`config.mk`:
```
export PLATFORM = sky130hd
export DESIGN_NAME = link_tx
export DESIGN_NICKNAME = d
export VERILOG_FILES = /design/src/inc/link_tx_pkg.sv /design/src/inc/stream_if.sv /design/src/link_tx.sv /design/src/sample_fifo.sv
export VERILOG_INCLUDE_DIRS = /design/src /design/src/inc
export SDC_FILE = /design/constraint.sdc
export NUM_CORES = 2
export LEC_CHECK = 0
export ABC_AREA = 0
export BUFFER_PORTS_ARGS = -buffer_cell sky130_fd_sc_hd__buf_4
export CAP_MARGIN = 20
export CORE_ASPECT_RATIO = 1.75
export CORE_MARGIN = 2
export CORE_UTILIZATION = 50
export CTS_CLUSTER_SIZE = 30
export DETAILED_ROUTE_END_ITERATION = 10
export PLACE_DENSITY = 0.66
export SYNTH_ARGS = -nofsm -noshare
export SYNTH_HDL_FRONTEND = slang
export SYNTH_HIERARCHICAL = 1
export SYNTH_SLANG_ARGS = --single-unit
```
`constraint.sdc`:
```
create_clock -name CLK -period 18 [get_ports CLK]
set_clock_uncertainty 0.15 [all_clocks]
set_input_delay 3.6 -clock CLK [delete_from_list [all_inputs] [get_ports CLK]]
set_output_delay 3.6 -clock CLK [all_outputs]
set_load 0.01 [all_outputs]
```
`src/inc/link_tx_regs.svh`:
```
// Constants of the serial link transmitter: character codes, sizes and scrambler taps.
`ifndef LINK_TX_REGS_SVH
`define LINK_TX_REGS_SVH
`define LANES       16
`define LANE_CNT_W  5
`define OCT_W       8
`define FIFO_DEPTH  16
`define MF_W        10
`define K28_5       8'hbc
`define K28_0       8'h1c
`define K28_3       8'h7c
`define ILAS_LAST   3'h3
`define HDR_DATA    2'h1
`define SCR_W       58
`define SCR_SEED    58'h0
`define SCR8_TAP_A  14
`define SCR8_TAP_B  13
`define SCR66_TAP_A 57
`define SCR66_TAP_B 38
`endif

```
`src/inc/link_tx_pkg.sv`:
```
// Types shared by the serial link transmitter.
package link_tx_pkg;
    typedef enum logic [2:0] {ST_CGS, ST_WAIT, ST_ILAS, ST_DATA, ST_BLK} tx_state_type;
    typedef logic [7:0] octet_type;
endpackage : link_tx_pkg

```
`src/inc/stream_if.sv`:
```
// Valid and ready stream between the transmitter and its sample buffer.
`timescale 1ns/1ps
interface stream_if #(parameter int W = 8) ();
    logic         valid;
    logic         ready;
    logic [W-1:0] data;
    modport src (output valid, output data, input ready);
    modport snk (input valid, input data, output ready);
endinterface : stream_if

```
`src/link_tx.sv`:
```
// Serial link transmitter: lane framing, alignment sequence and scrambling.
`timescale 1ns/1ps
`include "link_tx_regs.svh"
module link_tx (
    // Device clock and reset.
    input  wire logic                      CLK,
    input  wire logic                      RST,
    // Link pins from the receiver and the timing reference.
    input  wire logic                      SYNC_N,
    input  wire logic                      SYSREF,
    // Configuration.
    input  wire logic                      MODE_64B66B,
    input  wire logic [`LANE_CNT_W-1:0]    LANE_COUNT,
    input  wire logic                      SCRAMBLE_EN,
    input  wire logic                      FEC_EN,
    input  wire logic                      NCO_SYNC_EN,
    input  wire logic [`MF_W-1:0]          MF_PERIOD_M1,
    // Sample stream, one octet per lane per word.
    input  wire logic                      IN_VALID,
    input  wire logic [`LANES*`OCT_W-1:0]  IN_DATA,
    output logic                           IN_READY,
    // Lane characters before line coding.
    output logic [`LANES*`OCT_W-1:0]       LANE_DATA,
    output logic [`LANES-1:0]              LANE_CTRL,
    output logic [1:0]                     LANE_HDR,
    output logic                           LANE_HDR_VALID,
    // Status.
    output logic                           LINK_UP,
    output logic                           LMFC_EDGE,
    output logic                           SYSREF_SHIFT,
    output logic                           NCO_SYNC,
    output logic                           FEC_ACTIVE
);
    localparam int DW = `LANES * `OCT_W;

    stream_if #(.W(DW)) in_if ();
    stream_if #(.W(DW)) rd_if ();

    link_tx_pkg::tx_state_type state_q, state_d;
    logic [2:0]       ilas_q, ilas_d;
    logic [`MF_W-1:0] lmfc_q, lmfc_d;
    logic             sync_meta_q, sync_q, sync_prev_q;
    logic             sref_meta_q, sref_q, sref_prev_q;
    logic             sysref_rise, pop, mf_last;
    logic             shift_q, shift_d, edge_q, edge_d, nco_q, nco_d;
    logic             up_q, up_d, fec_q, fec_d, hdrv_q, hdrv_d;
    logic [1:0]       hdr_q, hdr_d;

    // Self-synchronous scrambler, MSB first; the taps depend on the line coding.
    function automatic logic [`SCR_W+7:0] scramble(input logic [`SCR_W-1:0] s_in,
                                                  input logic [7:0] d, input logic m64);
        logic [`SCR_W-1:0] s;
        logic [7:0]        o;
        logic              fb;
        s = s_in;
        o = 8'h00;
        for (int b = 7; b >= 0; b--) begin
            fb   = m64 ? (s[`SCR66_TAP_A] ^ s[`SCR66_TAP_B]) : (s[`SCR8_TAP_A] ^ s[`SCR8_TAP_B]);
            o[b] = d[b] ^ fb;
            s    = {s[`SCR_W-2:0], o[b]};
        end
        return {s, o};
    endfunction : scramble

    assign in_if.valid = IN_VALID;
    assign in_if.data  = IN_DATA;
    assign IN_READY    = in_if.ready;

    sample_fifo #(.W(DW), .DEPTH(`FIFO_DEPTH)) u_fifo (
        .clk (CLK),
        .rst (RST),
        .wr  (in_if),
        .rd  (rd_if)
    );

    // SYNC is sampled as a level, so both older timing conventions are met.
    // Everything here runs on the single device clock.
    always_ff @(posedge CLK) begin
        if (RST) begin
            sync_meta_q <= 1'b0;
            sync_q      <= 1'b0;
            sync_prev_q <= 1'b0;
            sref_meta_q <= 1'b0;
            sref_q      <= 1'b0;
            sref_prev_q <= 1'b0;
        end else begin
            sync_meta_q <= SYNC_N;
            sync_q      <= sync_meta_q;
            sync_prev_q <= sync_q;
            sref_meta_q <= SYSREF;
            sref_q      <= sref_meta_q;
            sref_prev_q <= sref_q;
        end
    end

    assign sysref_rise = sref_q && !sref_prev_q;
    assign mf_last     = (lmfc_q == MF_PERIOD_M1);

    // Multiframe or extended multiblock counter; SYSREF is always honoured.
    always_comb begin
        lmfc_d  = mf_last ? '0 : lmfc_q + 1'b1;
        shift_d = 1'b0;
        if (sysref_rise) begin
            lmfc_d  = '0;
            shift_d = !mf_last;
        end
        edge_d = (lmfc_d == '0);
    end

    always_ff @(posedge CLK) begin
        if (RST) begin
            lmfc_q  <= '0;
            shift_q <= 1'b0;
            edge_q  <= 1'b0;
        end else begin
            lmfc_q  <= lmfc_d;
            shift_q <= shift_d;
            edge_q  <= edge_d;
        end
    end

    // Link start-up. A single state for all lanes keeps them aligned, starting on the multiframe edge that SYSREF sets.
    always_comb begin
        state_d = state_q;
        ilas_d  = ilas_q;
        case (state_q)
            link_tx_pkg::ST_CGS: begin
                if (sync_q) begin
                    state_d = link_tx_pkg::ST_WAIT;
                end
            end
            link_tx_pkg::ST_WAIT: begin
                if (!sync_q) begin
                    state_d = link_tx_pkg::ST_CGS;
                end else if (mf_last) begin
                    state_d = link_tx_pkg::ST_ILAS;
                    ilas_d  = 3'h0;
                end
            end
            link_tx_pkg::ST_ILAS: begin
                if (!sync_q) begin
                    state_d = link_tx_pkg::ST_CGS;
                end else if (mf_last) begin
                    ilas_d = ilas_q + 3'h1;
                    if (ilas_q == `ILAS_LAST) begin
                        state_d = link_tx_pkg::ST_DATA;
                    end
                end
            end
            link_tx_pkg::ST_DATA: begin
                if (!sync_q) begin
                    state_d = link_tx_pkg::ST_CGS;
                end
            end
            link_tx_pkg::ST_BLK: state_d = link_tx_pkg::ST_BLK;
            default: state_d = link_tx_pkg::ST_CGS;
        endcase
        // In block mode the state never looks at SYNC; headers alone give block lock.
        if (MODE_64B66B) begin
            state_d = link_tx_pkg::ST_BLK;
        end else if (state_q == link_tx_pkg::ST_BLK) begin
            state_d = link_tx_pkg::ST_CGS;
        end
        up_d   = (state_d == link_tx_pkg::ST_DATA) || (state_d == link_tx_pkg::ST_BLK);
        fec_d  = MODE_64B66B && FEC_EN;
        nco_d  = MODE_64B66B && NCO_SYNC_EN && sync_prev_q && !sync_q;
        // Only data headers are sent: no check bits and no command channel.
        hdrv_d = (state_q == link_tx_pkg::ST_BLK) && (lmfc_q[2:0] == 3'h0);
        hdr_d  = hdrv_d ? `HDR_DATA : 2'h0;
    end

    always_ff @(posedge CLK) begin
        if (RST) begin
            state_q <= link_tx_pkg::ST_CGS;
            ilas_q  <= 3'h0;
            up_q    <= 1'b0;
            fec_q   <= 1'b0;
            nco_q   <= 1'b0;
            hdrv_q  <= 1'b0;
            hdr_q   <= 2'h0;
        end else begin
            state_q <= state_d;
            ilas_q  <= ilas_d;
            up_q    <= up_d;
            fec_q   <= fec_d;
            nco_q   <= nco_d;
            hdrv_q  <= hdrv_d;
            hdr_q   <= hdr_d;
        end
    end

    // The buffer only drains while data flows, so start-up back-pressures the source.
    assign rd_if.ready = (state_q == link_tx_pkg::ST_DATA) || (state_q == link_tx_pkg::ST_BLK);
    assign pop         = rd_if.ready && rd_if.valid;

    for (genvar i = 0; i < `LANES; i++) begin : g_lane
        logic [`SCR_W-1:0]      scr_q, scr_d;
        link_tx_pkg::octet_type oct_q, oct_d;
        logic                   ctl_q, ctl_d;
        link_tx_pkg::octet_type raw;
        logic [`SCR_W+7:0]      sres;

        always_comb begin
            raw   = pop ? rd_if.data[i*`OCT_W +: `OCT_W] : 8'h00;
            sres  = scramble(scr_q, raw, MODE_64B66B);
            scr_d = scr_q;
            oct_d = 8'h00;
            ctl_d = 1'b0;
            if (`LANE_CNT_W'(i) < LANE_COUNT) begin
                case (state_q)
                    link_tx_pkg::ST_CGS, link_tx_pkg::ST_WAIT: begin
                        oct_d = `K28_5;
                        ctl_d = 1'b1;
                    end
                    link_tx_pkg::ST_ILAS: begin
                        // The alignment sequence is never scrambled.
                        if (lmfc_q == '0) begin
                            oct_d = `K28_0;
                            ctl_d = 1'b1;
                        end else if (mf_last) begin
                            oct_d = `K28_3;
                            ctl_d = 1'b1;
                        end else begin
                            oct_d = lmfc_q[7:0];
                        end
                    end
                    link_tx_pkg::ST_DATA: begin
                        if (SCRAMBLE_EN) begin
                            oct_d = sres[7:0];
                            scr_d = sres[`SCR_W+7:8];
                        end else begin
                            oct_d = raw;
                        end
                    end
                    link_tx_pkg::ST_BLK: begin
                        oct_d = sres[7:0];
                        scr_d = sres[`SCR_W+7:8];
                    end
                    default: oct_d = 8'h00;
                endcase
            end
        end

        always_ff @(posedge CLK) begin
            if (RST) begin
                scr_q <= `SCR_SEED;
                oct_q <= 8'h00;
                ctl_q <= 1'b0;
            end else begin
                scr_q <= scr_d;
                oct_q <= oct_d;
                ctl_q <= ctl_d;
            end
        end

        assign LANE_DATA[i*`OCT_W +: `OCT_W] = oct_q;
        assign LANE_CTRL[i]                  = ctl_q;
    end

    assign LANE_HDR       = hdr_q;
    assign LANE_HDR_VALID = hdrv_q;
    assign LINK_UP        = up_q;
    assign LMFC_EDGE      = edge_q;
    assign SYSREF_SHIFT   = shift_q;
    assign NCO_SYNC       = nco_q;
    assign FEC_ACTIVE     = fec_q;
endmodule : link_tx

```
`src/sample_fifo.sv`:
```
// Sample buffer with a registered head word; full and empty are honest.
`timescale 1ns/1ps
`include "link_tx_regs.svh"
module sample_fifo #(
    parameter int W     = 128,
    parameter int DEPTH = `FIFO_DEPTH
) (
    // Clock and reset.
    input wire logic clk,
    input wire logic rst,
    // Fill and drain sides.
    stream_if.snk    wr,
    stream_if.src    rd
);
    localparam int AW = $clog2(DEPTH);

    logic [W-1:0]  mem [DEPTH];
    logic [AW-1:0] wp_q, wp_d, rp_q, rp_d;
    logic [AW:0]   cnt_q, cnt_d;
    logic          full_q, full_d, ov_q, ov_d;
    logic          rdy_q, rdy_d;
    logic [W-1:0]  od_q, od_d;
    logic          push, load, pop_out;

    // Ready has a register of its own, so the source sees it low in reset and never from a gate.
    assign wr.ready = rdy_q;
    assign rd.valid = ov_q;
    assign rd.data  = od_q;

    // The head word sits in a register so the drain side never sees a memory read path.
    always_comb begin
        push    = wr.valid && rdy_q;
        pop_out = ov_q && rd.ready;
        load    = (cnt_q != '0) && (!ov_q || pop_out);
        wp_d    = push ? wp_q + 1'b1 : wp_q;
        rp_d    = load ? rp_q + 1'b1 : rp_q;
        cnt_d   = cnt_q + {{AW{1'b0}}, push} - {{AW{1'b0}}, load};
        full_d  = (cnt_d == (AW+1)'(DEPTH));
        rdy_d   = !full_d;
        ov_d    = load || (ov_q && !pop_out);
        od_d    = load ? mem[rp_q] : od_q;
    end

    always_ff @(posedge clk) begin
        if (push) begin
            mem[wp_q] <= wr.data;
        end
        if (rst) begin
            wp_q   <= '0;
            rp_q   <= '0;
            cnt_q  <= '0;
            full_q <= 1'b0;
            rdy_q  <= 1'b0;
            ov_q   <= 1'b0;
            od_q   <= '0;
        end else begin
            wp_q   <= wp_d;
            rp_q   <= rp_d;
            cnt_q  <= cnt_d;
            full_q <= full_d;
            rdy_q  <= rdy_d;
            ov_q   <= ov_d;
            od_q   <= od_d;
        end
    end
endmodule : sample_fifo

```
; ---- Yosys cells after proc, flatten, opt, wreduce, memory -nomap -nowiden
; Memories as Yosys holds them, arrays and structs flattened. A register that Yosys moved wholly into a read port is not among the register bits.
; Cells that the tools add are included.
[totals]
inputBits = 152
ff_bits = 1117
word_cells = 802
ram_bits = 2048
output_inout_bits = 153
memories = 1
[op_classes]
n_mux = 233
n_eq_ne = 14
magnitude_cmp = 16
reduce_logical = 62
bitwise_logic = 401
n_addsub = 6
[mem_list]
columns = name, words, word_bits, read_ports, rd_ports_with_merged_regs, write_ports, line
row1 = u_fifo.mem, 16, 128, 1, 1, 1, sample_fifo.sv:17  ; logic [W-1:0] mem [DEPTH];
[op_table]
columns = op, count
row1 = case mux 58 bit (2 select lines), 16
row2 = 2-to-1 mux 58 bit, 16
row3 = case mux 8 bit (4 select lines), 16
row4 = XOR 1 bit, 384
row5 = 2-to-1 mux 8 bit, 34
row6 = 2-to-1 mux 1 bit, 133
row7 = AND reduction 3 bit, 16
row8 = "< comparator 4 x 5 -> 1 bit, first input constant", 8
row9 = 2-to-1 mux 3 bit, 13
row10 = OR reduction 2 bit, 18
row11 = logical NOT 10 bit, 2
row12 = "< comparator 3 x 5 -> 1 bit, first input constant", 4
row13 = 2-to-1 mux 10 bit, 2
row14 = inverter 1 bit, 17
row15 = "== test 3 x 2 -> 1 bit, second input constant", 4
row16 = case mux 3 bit (4 select lines), 1
row17 = "adder 10 x 1 -> 10 bit, second input constant", 1
row18 = == test 10 bit, 1
row19 = logical AND 1 bit, 10
row20 = "< comparator 1 x 5 -> 1 bit, first input constant", 2
row21 = "< comparator 2 x 5 -> 1 bit, first input constant", 2
row22 = "!= test 2 bit, second input constant", 5
row23 = "adder 4 x 1 -> 4 bit, second input constant", 2
row24 = "== test 3 bit, second input constant", 2
row25 = 13 further kinds, 23

; ---- Longest topological paths before layout
[logic_depth]
ltp_word = 9
depth_mapped = 19
mapped_depth_nobuf = 14

; ---- Cells and area by module
; Netlist, hierarchy kept.
[modules_own_cells]
columns = mod, instances, area_each_um2, cells_each, seq_area_each_um2
row1 = sample_fifo, 1, 82197.6, 3637, 64361.7
row2 = link_tx, 1, 45299.7, 5541, 22021.1

; ---- Worst setup path after synthesis
; Ideal clock, no wire load.
[synth_timing]
path_type = input-to-reg
start = input port IN_VALID
end = memory u_fifo.mem[3][0], enable pin
setup_ns = 0.772
path_stages = 4
required_time_ns = 17.078
slack_ns = 4.312
n_path_buf = 1
arrival_ns = 12.766
cell_sequence = and2_1 > clkbuf_1 > nand2_1 > nor3_1
[synth_via]
elab_chain_cells = 3
[synth_rtl]
columns = element, line
row1 = "start, declared", link_tx.sv:19  ; input wire logic IN_VALID,
row2 = logical AND 1 bit, sample_fifo.sv:32  ; push = wr.valid && rdy_q;
row3 = 2-to-1 mux 1 bit, sample_fifo.sv:45  ; if (push) begin
row4 = 2-to-1 mux 1 bit (not written as such), sample_fifo.sv:46  ; mem[wp_q] <= wr.data;
row5 = "end, declared", sample_fifo.sv:17
; Every way passes these cells.

; ---- Final worst setup path
[layout_timing]
start = input port IN_VALID
end = memory u_fifo.mem[15][6], enable pin
; Same word-level chain as after synthesis.

==> summary.md <==
| Metric | Value |
|---|---|
| Outcome | complete, no violations |
| DR vias/cell | 5.83 |
| Maximum operating frequency | 143 MHz |
| Sequential Area | 86400 um2 |
| Pleak | 47.6 nW |
| Setup_tns | 0 ns |
| CP max-delay cell | buf_4 |
| Critical Path End Type | register |
| Post-CTS Repair Setup Buffers | 0 |
| CORE AREA | 254000 um2 |
| Initial antenna violation count | 46 |
| Post-Route WL | 323000 um |
| Startpoint types | input port |
| I/O pin count | 305 |
| Worst R2R Path Depth | 11 |
| Multi-input logic area | 38300 um2 |
| Total power | 17.6 mW |
| Top FF cell, synth | edfxtp_1 |
| FF-to-FF setup slack | 12.00 ns |
| Hold Crit Class | register to register |
| YS warnings | 6 |
| Most frequent cells in the layout | edfxtp_1 (2048), nand2_1 (1730), dfxtp_1 (1238), a21oi_1 (899), mux2i_1 (483) |
| Hold Path End | NCO_SYNC |
| Commonest non-fill, non-tap cell in the layout | edfxtp_1 |
| Die Y | 672 um |
| Max-slew headroom | 0.255 |
| Die X | 386 um |
| Starting Density | 0.502 |
| Pin count of the biggest net entering global routing | 208 |
| CP Class | input port to register |
| RSZ-0062 raised after global routing | false |
| Cell mode on critical path | buf_4 |
| CTS clock-pin slew for the worst setup and hold paths | 0.07 ns |
| Row cnt | 245 |
| Yosys reg bits | 3291 |
| Area grow syn2layout | 11.6% |
| RR Endpoint | u_fifo/rd.data[124] |
| Setup-failing EPs final | 0 |
| Antenna Violating Nets Remaining | 0 |
| Crit Path Max Fanout | 43 |
| Vias in the first global route | 74795 |
| Share of layout cells above drive strength 1 | 0.153 |
| Pre-antenna DRT Iters | 6 |
| CP top delay family | buffers and inverters |
| Synth Net Count | 9346 |
| Die area | 259000 um2 |
| P per Cell Area | 124 nW/um2 |
| Net count, final | 9459 |
| DRC | 0 |
| Synth async-reset ratio | 0 |
| EDFF count, synth | 2048 |
| Tot GR Track Use | 0.246 |
| Post-layout min period | 6.98 ns |
| Reg-to-reg startpoint | state_q[0] |
| Worst hold path depth | 2 |
| Routed WL per cell | 25.1 um |
| Final Hold Viols | 0 |
| GPL Wtd Cong | 0.839 |
| Post-Syn Area | 127000 um2 |
| Post-CTS sizing | 0 |
| Max Root-Sink Buffers | 4 |
| Sequential area share after synthesis | 0.678 |
| Critical path arrival | 7.30 ns |
| Port Buffers | 303 |
| Hold Crit Start | sync_prev_q |
| Detailed placement HPWL | 197000 um |
| Final Cycle Share | 0.388 |
| Maxcap violations | 0 |
| Vias | 75009 |
| Global-route wire length before repair | 478000 um |
| Num CTS Buffers | 296 |
| Post-CTS Hold Buffers | 0 |
| Crit path cell chain | buf_4 -> and2_1 -> nand2_1 -> nor2_4 -> buf_4 -> buf_4 -> buf_4 |
| Clk Latency, worst-skew pair | 0.87 ns |
| Synth unique cells | 69 |
| CTS root buf | clkbuf_16 |
| Filler instances | 19996 |
| Synthesized area per cell | 13.9 um2 |
| CTS tree | yes |
| CTS H-tree lvls | 5 |
| Slew @ Worst Pin | 1.12 ns |
| Worst vdd ir | 110 uV |
| Congestion Overflow GR | 0 |
| Clk sinks | 3291 |
| Cell count after synthesis | 9178 |
| Crit path buf inv count | 4 |
| Max-slew violation count | 0 |
| Data required, critical path | 18.32 ns |
| Drt initial violations | 6518 |
| Slowest cell delay on critical path | 0.78 ns |
==> report_power, final <==
group / internal, mW / switching, mW / leakage (nW) / total, mW
logic: 1.11 / 1.41 / 14.4 / 2.52
registers: 8.25 / 0.400 / 28.5 / 8.65
clock network: 3.64 / 2.76 / 4.73 / 6.40
==> how the worst max path moves through the flow <==
| stage | startpoint | endpoint | cells after the start |
|---|---|---|---|
| after floorplan | IN_VALID | u_fifo/mem[3][0] | 4 |
| after global placement | IN_VALID | u_fifo/mem[15][126] | 7 |
| after detailed placement | IN_VALID | u_fifo/mem[15][6] | 7 |
| after CTS | IN_VALID | u_fifo/mem[15][6] | 7 |
| after global routing | IN_VALID | u_fifo/mem[10][70] | 7 |
| final | IN_VALID | u_fifo/mem[15][6] | 7 |
==> cells in the mapped netlist, types with 3 or more instances <==
cell	n	area (um2)
a21oi_1	899	4500
nor4_2	12	150
nand3b_2	4	45.0
o21ai_0	4	20.0
nand2b_1	8	50.1
nor2b_1	52	325
a221o_1	31	310
or3_1	6	37.5
xor2_1	233	2040
buf_6	20	225
buf_2	238	1190
a211oi_1	192	1440
ha_1	15	188
and2_1	5	31.3
a22o_1	11	96.3
nand4_1	5	31.3
o21ai_1	9	45.0
o41ai_2	3	48.8
mux2i_1	483	4830
and3_1	5	31.3
o221ai_1	70	613
nand3_1	6	30.0
nor3_1	24	120
edfxtp_1	2048	61500
nor4_1	31	194
buf_1	46	173
dfxtp_1	1243	24900
a21o_1	100	751
clkbuf_1	261	980
o21a_1	3	22.5
nand2_1	1730	6490
o22ai_1	74	463
buf_4	66	495
or3b_1	3	26.3
nor2_1	441	1660
mux4_2	480	10800
inv_1	22	82.6
or2_2	6	37.5
xnor2_1	180	1580
nand3b_1	73	548
==> tightest hold or removal path: stages (launching register included) <==
cell     delay [ns]
dfxtp_1        0.30
nand2_1        0.06
nor3_1         0.04
==> cells by family (layout without fill, tap and decap cells) <==
family | count (synthesis) | in the layout | share of synthesized area
xor+xnor | 413 | 413 | 0.0284
buf+inv | 654 | 1000 | 0.0247
compound gates | 1409 | 1409 | 0.0662
other cells | 1 | 14 | 0.0000294
simple gates | 2431 | 2431 | 0.0789
mux | 963 | 963 | 0.123
flops | 3291 | 3291 | 0.678
fa+ha+maj | 16 | 16 | 0.00163
==> cell type report <==
| type | instances | share of cell area |
|---|---|---|
| multi-input cells | 5233 | 0.269 |
| repair buffers | 446 | 0.0246 |
| flip-flops and latches | 3291 | 0.607 |
| clock inverters | 120 | 0.00952 |
| clock buffers | 411 | 0.0589 |
| diodes | 13 | 0.000229 |
| well taps | 3334 | 0.0293 |
| inverters | 23 | 0.000668 |
==> registers in the layout, indices dropped and copies added, names as in the netlist, 3 cells and up <==
name            cells
g_lane.ctl_q       16
g_lane.oct_q      128
g_lane.scr_q      928
ilas_q              3
lmfc_q             10
state_q             3
u_fifo/cnt_q        5
u_fifo/mem       2048
u_fifo/rd.data    128
u_fifo/rp_q         4
u_fifo/wp_q         4
==> layer usage <==
| layer | track usage | up-vias | wire (um) |
|---|---|---|---|
| li1 | - | 33727 | - |
| met1 | 0.317 | 38163 | 128000 |
| met2 | 0.422 | 2477 | 163000 |
| met3 | 0.0419 | 608 | 21300 |
| met4 | 0.0805 | 34 | 10900 |
| met5 | 0 | - | 207 |
==> metrics by stage <==
stage	setup slack, ns	hold slack (ns)	std cells	cell area (um2)	utilization
2_1_floorplan	4.31	0.257	9178	127000	-
3_3_place_gp	10.22	0.268	12323	132000	0.521
3_5_place_dp	10.16	0.277	12325	132000	0.521
4_1_cts	11.05	0.290	12856	142000	0.560
5_1_grt	10.97	0.310	12860	142000	0.560
6_report	11.02	0.287	12871	142000	0.560
Power figures use the tool's default switching activity.
